File: config.mk
export PLATFORM = sky130hd
export DESIGN_NAME = channel_and_vco_divide_select
export DESIGN_NICKNAME = d
export VERILOG_FILES = /design/src/hdl/chdiv_pkg.sv /design/src/hdl/channel_and_vco_divide_select.sv
export SDC_FILE = /design/constraint.sdc
export NUM_CORES = 1
export LEC_CHECK = 0
export BUFFER_PORTS_ARGS = -buffer_cell sky130_fd_sc_hd__buf_2
export CORE_ASPECT_RATIO = 1.25
export CORE_MARGIN = 2
export CORE_UTILIZATION = 51
export CTS_CLUSTER_DIAMETER = 200
export DETAILED_ROUTE_END_ITERATION = 6
export GPL_TIMING_DRIVEN = 0
export HOLD_SLACK_MARGIN = 0.08
export PLACE_DENSITY = 0.72
export SETUP_SLACK_MARGIN = 0.1
export SLEW_MARGIN = 20
export SYNTH_ARGS = -nofsm -noshare
export SYNTH_HDL_FRONTEND = slang
export SYNTH_SLANG_ARGS = --single-unit
File: constraint.sdc
create_clock -name clk -period 6.74 [get_ports clk]
set_clock_uncertainty 0.2 [all_clocks]
set_input_delay 0.674 -clock clk [delete_from_list [all_inputs] [get_ports clk]]
set_output_delay 0.674 -clock clk [all_outputs]
set_load 0.01 [all_outputs]
File: src/hdl/chdiv_pkg.sv
package chdiv_pkg;
  // bus shape
  localparam int ADDR_W = 12;
  localparam int DATA_W = 32;
  localparam int IDX_W  = 10;
  // register indexes, byte address is four times the index
  localparam logic [IDX_W-1:0] CYC31_IDX  = 10'h19E;
  localparam logic [IDX_W-1:0] PHASE_IDX  = 10'h19F;
  localparam logic [IDX_W-1:0] CYC32_IDX  = 10'h1A0;
  localparam logic [IDX_W-1:0] CTRL_IDX   = 10'h1A1;
  localparam logic [IDX_W-1:0] DCC_IDX    = 10'h1A2;
  localparam logic [IDX_W-1:0] VCO_IDX    = 10'h1E0;
  localparam logic [IDX_W-1:0] CLKIN_IDX  = 10'h1E1;
  localparam logic [IDX_W-1:0] UPDATE_IDX = 10'h232;
  // field positions
  localparam int NIB_HI_LSB = 4;
  localparam int BYP2_BIT   = 5;
  localparam int BYP1_BIT   = 4;
  localparam int NOSYNC_BIT = 3;
  localparam int FORCE_BIT  = 2;
  localparam int START2_BIT = 1;
  localparam int START1_BIT = 0;
  localparam int DCC_BIT    = 0;
  localparam int CLKPD_BIT  = 4;
  localparam int UPDATE_BIT = 0;
  // reset values
  localparam logic [7:0] CYC_RST   = 8'h00;
  localparam logic [7:0] PHASE_RST = 8'h00;
  localparam logic [5:0] CTRL_RST  = 6'h00;
  localparam logic       DCC_RST   = 1'b0;
  localparam logic [2:0] VCO_RST   = 3'h2;
  localparam logic       CLKPD_RST = 1'b0;
  // vco_divide_select coding
  localparam logic [2:0] VCO_DIV_BASE   = 3'h2;
  localparam logic [2:0] VCO_STATIC_MIN = 3'h5;
  // duty correction period counter width
  localparam int PER_W = 12;

  typedef enum logic {
    BUS_IDLE = 1'b0,
    BUS_ANS  = 1'b1
  } bus_state_t;
endpackage

File: src/hdl/channel_and_vco_divide_select.sv
// Behaviour
// - stage-2 low time is low field plus one
// - stage-2 high time is high field plus one
// - one register holds both 4-bit phase offsets
// - stage-2 bypass halts counting, passes input through
// - stage-1 bypass halts counting, passes input through
// - sync-ignore clear means dividers obey chip sync
// - force bit sets output level with sync-ignore
// - stage-2 starts at its start-level bit
// - stage-1 starts at its start-level bit
// - duty correction on unless disable bit set
// - vco codes 0-4 divide 2-6, others static
// - clock-input power-down stops vco and channel
// - sync holds dividers static, release restarts them
// - writes buffered, update bit loads active set
//
// Added by the designer: register access over Avalon-MM.
`timescale 1ns/1ps
`default_nettype none
module channel_and_vco_divide_select
  import chdiv_pkg::*;
(
  // clock and reset
  input  wire logic              clk,
  input  wire logic              rstn,
  // avalon-mm slave
  input  wire logic [ADDR_W-1:0] address,
  input  wire logic              read,
  input  wire logic              write,
  input  wire logic [DATA_W-1:0] writedata,
  output logic      [DATA_W-1:0] readdata,
  output logic                   waitrequest,
  // chip-level sync, active low
  input  wire logic              sync_n,
  // clock outputs and clock-input power-down status
  output logic                   vco_div_out,
  output logic                   ch3_out,
  output logic                   clk_input_pd
);

  // one step of a low/high sub-divider: returns {level, count}
  function automatic logic [4:0] sub_step(
    input logic       lvl,
    input logic [3:0] cnt,
    input logic [7:0] cyc
  );
    logic [3:0] lim;
    lim = lvl ? cyc[3:0] : cyc[7:NIB_HI_LSB];
    if (cnt == lim) begin
      sub_step = {~lvl, 4'h0};
    end else begin
      sub_step = {lvl, cnt + 4'h1};
    end
  endfunction

  bus_state_t        bus_q;
  logic [IDX_W-1:0]  idx;
  logic [7:0]        rd_mux;
  logic              wr_go;
  logic [7:0]        buf_cyc31_q, buf_cyc32_q, buf_phase_q;
  logic [5:0]        buf_ctrl_q;
  logic              buf_dcc_q, buf_clkpd_q;
  logic [2:0]        buf_vco_q;
  logic [7:0]        act_cyc31_q, act_cyc32_q, act_phase_q;
  logic [5:0]        act_ctrl_q;
  logic              act_dcc_q, act_clkpd_q;
  logic [2:0]        act_vco_q;
  logic              upd_q;
  logic [2:0]        vcnt_q;
  logic [2:0]        vlast;
  logic              vco_static;
  logic              vco_q, vco_prev_q;
  logic              sync_hold;
  logic              halt1, halt2;
  logic              s1_lvl_q, s2_lvl_q;
  logic [3:0]        s1_cnt_q, s2_cnt_q;
  logic              s1_out, s1_prev_q, s2_out, raw_prev_q;
  logic              forced;
  logic [PER_W-1:0]  pcnt_q, per_q;
  logic              dcc_lvl;
  logic              ch3_q;
  logic [DATA_W-1:0] readdata_q;

  // bus handshake: one wait cycle per access
  assign idx         = address[ADDR_W-1:2];
  assign waitrequest = (read | write) & (bus_q == BUS_IDLE);
  assign wr_go       = write & (bus_q == BUS_ANS);

  always_ff @(posedge clk or negedge rstn) begin
    if (!rstn) begin
      bus_q <= BUS_IDLE;
    end else begin
      case (bus_q)
        BUS_IDLE: begin
          if (read | write) begin
            bus_q <= BUS_ANS;
          end
        end
        BUS_ANS:  bus_q <= BUS_IDLE;
        default:  bus_q <= BUS_IDLE;
      endcase
    end
  end

  // read mux shows the buffered set; update bit reads zero
  always_comb begin
    rd_mux = 8'h00;
    if (idx == CYC31_IDX) begin
      rd_mux = buf_cyc31_q;
    end else if (idx == PHASE_IDX) begin
      rd_mux = buf_phase_q;
    end else if (idx == CYC32_IDX) begin
      rd_mux = buf_cyc32_q;
    end else if (idx == CTRL_IDX) begin
      rd_mux = {2'b00, buf_ctrl_q};
    end else if (idx == DCC_IDX) begin
      rd_mux = {7'h00, buf_dcc_q};
    end else if (idx == VCO_IDX) begin
      rd_mux = {5'h00, buf_vco_q};
    end else if (idx == CLKIN_IDX) begin
      rd_mux = {3'h0, buf_clkpd_q, 4'h0};
    end
  end

  always_ff @(posedge clk or negedge rstn) begin
    if (!rstn) begin
      readdata_q <= '0;
    end else if (read && bus_q == BUS_IDLE) begin
      readdata_q <= {24'h000000, rd_mux};
    end
  end
  assign readdata = readdata_q;

  // buffer registers take software writes
  always_ff @(posedge clk or negedge rstn) begin
    if (!rstn) begin
      buf_cyc31_q <= CYC_RST;
      buf_cyc32_q <= CYC_RST;
      buf_phase_q <= PHASE_RST;
      buf_ctrl_q  <= CTRL_RST;
      buf_dcc_q   <= DCC_RST;
      buf_vco_q   <= VCO_RST;
      buf_clkpd_q <= CLKPD_RST;
    end else if (wr_go) begin
      if (idx == CYC31_IDX) begin
        buf_cyc31_q <= writedata[7:0];
      end else if (idx == PHASE_IDX) begin
        buf_phase_q <= writedata[7:0];
      end else if (idx == CYC32_IDX) begin
        buf_cyc32_q <= writedata[7:0];
      end else if (idx == CTRL_IDX) begin
        buf_ctrl_q <= writedata[5:0];
      end else if (idx == DCC_IDX) begin
        buf_dcc_q <= writedata[DCC_BIT];
      end else if (idx == VCO_IDX) begin
        buf_vco_q <= writedata[2:0];
      end else if (idx == CLKIN_IDX) begin
        buf_clkpd_q <= writedata[CLKPD_BIT];
      end
    end
  end

  // update strobe clears itself after one cycle
  always_ff @(posedge clk or negedge rstn) begin
    if (!rstn) begin
      upd_q <= 1'b0;
    end else begin
      upd_q <= wr_go && idx == UPDATE_IDX
               && writedata[UPDATE_BIT];
    end
  end

  always_ff @(posedge clk or negedge rstn) begin
    if (!rstn) begin
      act_cyc31_q <= CYC_RST;
      act_cyc32_q <= CYC_RST;
      act_phase_q <= PHASE_RST;
      act_ctrl_q  <= CTRL_RST;
      act_dcc_q   <= DCC_RST;
      act_vco_q   <= VCO_RST;
      act_clkpd_q <= CLKPD_RST;
    end else if (upd_q) begin
      act_cyc31_q <= buf_cyc31_q;
      act_cyc32_q <= buf_cyc32_q;
      act_phase_q <= buf_phase_q;
      act_ctrl_q  <= buf_ctrl_q;
      act_dcc_q   <= buf_dcc_q;
      act_vco_q   <= buf_vco_q;
      act_clkpd_q <= buf_clkpd_q;
    end
  end
  assign clk_input_pd = act_clkpd_q;

  // vco_divide_select: period code+2, high for the lower half
  assign vco_static = act_vco_q >= VCO_STATIC_MIN;
  assign vlast      = act_vco_q + 3'h1;

  always_ff @(posedge clk or negedge rstn) begin
    if (!rstn) begin
      vcnt_q <= 3'h0;
      vco_q  <= 1'b0;
    end else if (act_clkpd_q || vco_static) begin
      vcnt_q <= 3'h0;
      vco_q  <= 1'b0;
    end else begin
      vcnt_q <= (vcnt_q >= vlast) ? 3'h0 : vcnt_q + 3'h1;
      vco_q  <= (vcnt_q >= vlast)
                || ({vcnt_q, 1'b0} + 4'h2 < {1'b0, vlast} + 4'h1);
    end
  end
  assign vco_div_out = vco_q;

  // sync and power-down hold dividers at their start level
  assign sync_hold = ~sync_n & ~act_ctrl_q[NOSYNC_BIT];
  assign halt1 = sync_hold | act_clkpd_q
                 | act_ctrl_q[BYP1_BIT];
  assign halt2 = sync_hold | act_clkpd_q
                 | act_ctrl_q[BYP2_BIT];

  always_ff @(posedge clk or negedge rstn) begin
    if (!rstn) begin
      vco_prev_q <= 1'b0;
      s1_prev_q  <= 1'b0;
      raw_prev_q <= 1'b0;
    end else begin
      vco_prev_q <= vco_q;
      s1_prev_q  <= s1_out;
      raw_prev_q <= s2_out;
    end
  end

  // stage 1 counts rising edges of the vco_divide_select output
  always_ff @(posedge clk or negedge rstn) begin
    if (!rstn) begin
      s1_lvl_q <= 1'b0;
      s1_cnt_q <= 4'h0;
    end else if (halt1) begin
      s1_lvl_q <= act_ctrl_q[START1_BIT];
      s1_cnt_q <= 4'h0;
    end else if (vco_q && !vco_prev_q) begin
      {s1_lvl_q, s1_cnt_q} <= sub_step(s1_lvl_q, s1_cnt_q, act_cyc31_q);
    end
  end
  assign s1_out = act_ctrl_q[BYP1_BIT] ? vco_q : s1_lvl_q;

  // stage 2 counts rising edges of stage 1
  always_ff @(posedge clk or negedge rstn) begin
    if (!rstn) begin
      s2_lvl_q <= 1'b0;
      s2_cnt_q <= 4'h0;
    end else if (halt2) begin
      s2_lvl_q <= act_ctrl_q[START2_BIT];
      s2_cnt_q <= 4'h0;
    end else if (s1_out && !s1_prev_q) begin
      {s2_lvl_q, s2_cnt_q} <= sub_step(s2_lvl_q, s2_cnt_q,
                                       act_cyc32_q);
    end
  end
  assign s2_out = act_ctrl_q[BYP2_BIT] ? s1_out : s2_lvl_q;

  // duty correction: measure period, output high for half of it
  always_ff @(posedge clk or negedge rstn) begin
    if (!rstn) begin
      pcnt_q <= '0;
      per_q  <= '0;
    end else if (s2_out && !raw_prev_q) begin
      pcnt_q <= '0;
      per_q  <= pcnt_q + 12'h001;
    end else if (pcnt_q != '1) begin
      pcnt_q <= pcnt_q + 12'h001;
    end
  end
  assign dcc_lvl = ({1'b0, pcnt_q} + 13'h0001) * 2 <= {1'b0, per_q} + 13'h0001;

  assign forced = act_ctrl_q[NOSYNC_BIT] & act_ctrl_q[FORCE_BIT];

  always_ff @(posedge clk or negedge rstn) begin
    if (!rstn) begin
      ch3_q <= 1'b0;
    end else if (act_clkpd_q) begin
      ch3_q <= 1'b0;
    end else if (forced) begin
      ch3_q <= 1'b1;
    end else if (!act_dcc_q && per_q > 12'h001) begin
      ch3_q <= dcc_lvl;
    end else begin
      ch3_q <= s2_out;
    end
  end
  assign ch3_out = ch3_q;

  low_time_a: assert property (@(posedge clk) disable iff (!rstn)
    $rose(s2_lvl_q) && !$past(halt2)
      |-> $past(s2_cnt_q) == $past(act_cyc32_q[7:4]))
    else $error("stage 2 low time wrong");

  high_time_a: assert property (@(posedge clk) disable iff (!rstn)
    $fell(s2_lvl_q) && !$past(halt2)
      |-> $past(s2_cnt_q) == $past(act_cyc32_q[3:0]))
    else $error("stage 2 high time wrong");

  // the bypass bit may clear at the next update, so route is checked now
  byp2_hold_a: assert property (@(posedge clk) disable iff (!rstn)
    act_ctrl_q[BYP2_BIT] |-> s2_out == s1_out ##1 s2_cnt_q == 4'h0)
    else $error("stage 2 bypass not holding");

  byp1_hold_a: assert property (@(posedge clk) disable iff (!rstn)
    act_ctrl_q[BYP1_BIT] |-> s1_out == vco_q ##1 s1_cnt_q == 4'h0)
    else $error("stage 1 bypass not holding");

  sync_hold_a: assert property (@(posedge clk) disable iff (!rstn)
    !sync_n && !act_ctrl_q[NOSYNC_BIT] |=> s1_cnt_q == 4'h0
      && s1_lvl_q == $past(act_ctrl_q[START1_BIT]))
    else $error("divider not held by sync");

  force_out_a: assert property (@(posedge clk) disable iff (!rstn)
    forced && !act_clkpd_q |=> ch3_q)
    else $error("forced level missing");

  start_lvl_a: assert property (@(posedge clk) disable iff (!rstn)
    halt2 |=> s2_lvl_q == $past(act_ctrl_q[START2_BIT]))
    else $error("stage 2 start level wrong");

  vco_static_a: assert property (@(posedge clk) disable iff (!rstn)
    vco_static |=> !vco_q)
    else $error("vco output not static");

  pd_stop_a: assert property (@(posedge clk) disable iff (!rstn)
    act_clkpd_q |=> !vco_q && !ch3_q && s2_cnt_q == 4'h0)
    else $error("power-down not stopping clocks");

  upd_load_a: assert property (@(posedge clk) disable iff (!rstn)
    upd_q |=> act_vco_q == $past(buf_vco_q) && !upd_q)
    else $error("update did not load active set");

  start1_lvl_a: assert property (@(posedge clk) disable iff (!rstn)
    halt1 |=> s1_lvl_q == $past(act_ctrl_q[START1_BIT]))
    else $error("stage 1 start level wrong");

  raw_out_a: assert property (@(posedge clk) disable iff (!rstn)
    act_dcc_q && !forced && !act_clkpd_q |=> ch3_q == $past(s2_out))
    else $error("uncorrected output not raw");

  read_data_a: assert property (@(posedge clk) disable iff (!rstn)
    read && !waitrequest |-> readdata == {24'h000000, $past(rd_mux)})
    else $error("read data not from addressed register");

endmodule
`default_nettype wire

==> reports/metrics.cfg <==
[outcome]
status = finished, final reports clean

[pwr]
power.leakage_nw = 3.56
power.density_nw_per_um2 = 286
vdd_ir_drop_max_mv = 0.210
p_total_w = 0.00206

[yosys]
synth_seq_cells = 114
synth_area_leaders = dfrtp_1 (46%), mux2_2 (12%), ha_1 (5.4%)
synth_top_area_cell = dfrtp_1
synth_cells = 561
ys.flop_type = dfrtp_1
synth_common_cells = dfrtp_1 (112), mux2_2 (66), nor2_1 (40), a21oi_1 (36), nand2_1 (32)
yosys_warnings = 0
synth_area_um2 = 6080
ys_async_sr_fraction_pct = 100
ys_seq_area_share_pct = 47.0
synth.top_cell.area_share_pct = 46.1
synth_edf_count = 0
yosys.cell_count.top_type = dfrtp_1
syn_area_per_cell_um2 = 10.8
synth_cell_types = 54

[job]
drv_cap = 0

[clock_network]
clock_latency_ns = 0.41
cts.path.max_buffers = 2
cts_htree_levels = 4
numCtsBuffers = 17
clock_sinks = 114
cts_tree = done
ctsResizeCount = 0
clkTransAtPathRegs_ns = 0.05
root_buffer = clkbuf_16

[critical_path]
crit_slowest_cell = dfrtp_1
max_stage_delay_ns = 0.46
reg2reg_depth = 11
cp.required_ns = 6.84
critical_path_arrival_ns = 3.25
crit_type = reg2reg
critPathMaxFanout = 6
crit_top_cell = nand3_1
start_kind = flop
cp-end-kind = flop
crit_chain = ha_1, nand3_1, nor3_1, xnor2_1, inv_1, ha_1, nand3_1, nor3_1, nand3_1, o211a_1, a221oi_1
r2r_slack_ns = 3.59

[placement]
place.port_buffers = 33
post_dp_cell_area_um2 = 6570
dp_hpwl_mm = 9.89
place_congestion = 0.900

[grt]
track_usage_pct = 22.3
grt_max_degree = 73
gr-total-overflow = 0
grt_pass1_vias = 4518
antenna_found_initial = 0
grt_pass1_wl_mm = 22.2

[timing]
final-max-slew-violation-count = 0
hold_viol_final = 0
fin_hold_ws_ns = 0.240
slew-limit-headroom_pct = 56.3
setup_tns_ns = 0
setup_viol = 0
layout_min_cycle_time_ns = 3.15
worst_pin_slew_ns = 0.650
rsz0062_at_grt = no
fmax_ghz = 0.317
min_period_over_period_pct = 46.8

[die]
start_util_pct = 52.3
fp.dieW_um = 102
coreArea_um2 = 11600
rows = 44
die_area_um2 = 12800
ioPinCount = 85
die_h_um = 126

[finish]
final_area_um2 = 7210
final.fill_count = 943
utilization_pct = 62.1
final_layout_size_suffix_gt1_share_pct = 26.5
regArea_um2 = 2860
fin_nets = 713
num_antenna_cells = 0
multi_input_area_um2 = 2980
syn2layout_area_growth_pct = 18.6

[routing]
routed_wl_mm = 13.1
viasPerCell = 5.37
wirelength_met1_mm = 5.25
drt_iter0_markers = 213
routedWlPerCell_um = 16.1
dr.pass1.iters = 5
ant_nets = 0
vias = 4359
dr_wl_met3_um = 459
routed-wl-met2_mm = 6.86
drcViolationCount = 0
dr.max_layer_used = met4

[min_path]
hold_path_class = in2reg
whs_path_depth = 2

[per-stage QoR]
| step | instances | setup WS, ns |
|---|---|---|
| 3_3_place_gp | 778 | 3.51 |
| 2_1_floorplan | 584 | 4.16 |
| 3_5_place_dp | 779 | 3.65 |
| 6_report | 811 | 3.59 |
| 4_1_cts | 811 | 3.60 |
| 5_1_grt | 811 | 3.37 |
[worst max-delay path: cells and delay by family (launching register included)]
family,cells,cell delay [ns]
xor+xnor,1,0.23
compound gates,2,0.42
fa+ha+maj,2,0.60
flops,1,0.46
buf+inv,1,0.09
simple gates,5,1.04
[repair_timing]
action	4_1_cts	5_1_grt
endpoints found under the hold margin	42	0
hold buffers	1	0
setup buffers	0	0
[layer usage]
metal  up-vias  GRT usage (%)
met1      2108           25.5
li1       2102              -
met4         0           11.0
met3        37           5.11
met5         -              0
met2       112           38.5
[sequential cells by signal (all words and copies together), names as in the netlist, 3 cells and up]
signal / cells
pcnt_q: 12
per_q: 12
act_cyc31_q: 8
act_cyc32_q: 8
buf_cyc31_q: 8
buf_cyc32_q: 8
buf_phase_q: 8
readdata: 8
act_ctrl_q: 6
buf_ctrl_q: 6
s1_cnt_q: 4
s2_cnt_q: 4
act_vco_q: 3
buf_vco_q: 3
vcnt_q: 3
[placed cells by master, fill, tap and decap left out, types with 14 or more instances in the layout]
cell type    n
dfrtp_1    112
xnor2_1     14
inv_1       19
nand3_1     22
buf_4       24
mux2_2      66
clkbuf_16   17
a21oi_1     36
nor2_1      40
buf_2       36
nand2_1     32
ha_1        26
xor2_1      19
mux2i_1     19
conb_1      24
[kinds of logic (layout without fill, tap and decap cells)]
family                     count (synthesis)  after routing  synth area share, %
AOI/OAI and AO/OA                         77             77                 7.82
xor gates and xnor gates                  33             33                 4.75
adders and majority gates                 26             26                 5.35
buffers and inverters                     62            128                 5.39
DFF                                      114            114                 47.0
muxes                                     85             85                 15.4
other                                      1             24               0.0617
and+or+nand+nor                          163            163                 14.3
[worst paths after layout]
path / startpoint / end
min: address[10] / upd_q
max reg2reg: pcnt_q[0] / ch3_out
min in group asynchronous: rstn / act_cyc32_q[6]
max: pcnt_q[0] / ch3_out
min reg2reg: buf_phase_q[5] / buf_phase_q[5]
max in group asynchronous: rstn / act_vco_q[1]
[power breakdown]
group / switching, W / total, W / internal, W
clock network: 0.000298 / 0.000950 / 0.000652
registers: 0.0000586 / 0.000794 / 0.000735
logic: 0.000180 / 0.000319 / 0.000139
total: 0.000536 / 0.00206 / 0.00153
[layout make-up]
cell class	instances	share of cell area, %
Clock inverter	10	2.15
Inverter	19	0.989
Timing Repair Buffer	35	2.90
Buffer	43	3.56
Sequential cell	114	39.6
Multi-Input combinational cell	408	41.4
Clock buffer	21	6.66
Tap cell	161	2.79
Power figures use the tool's default switching activity.
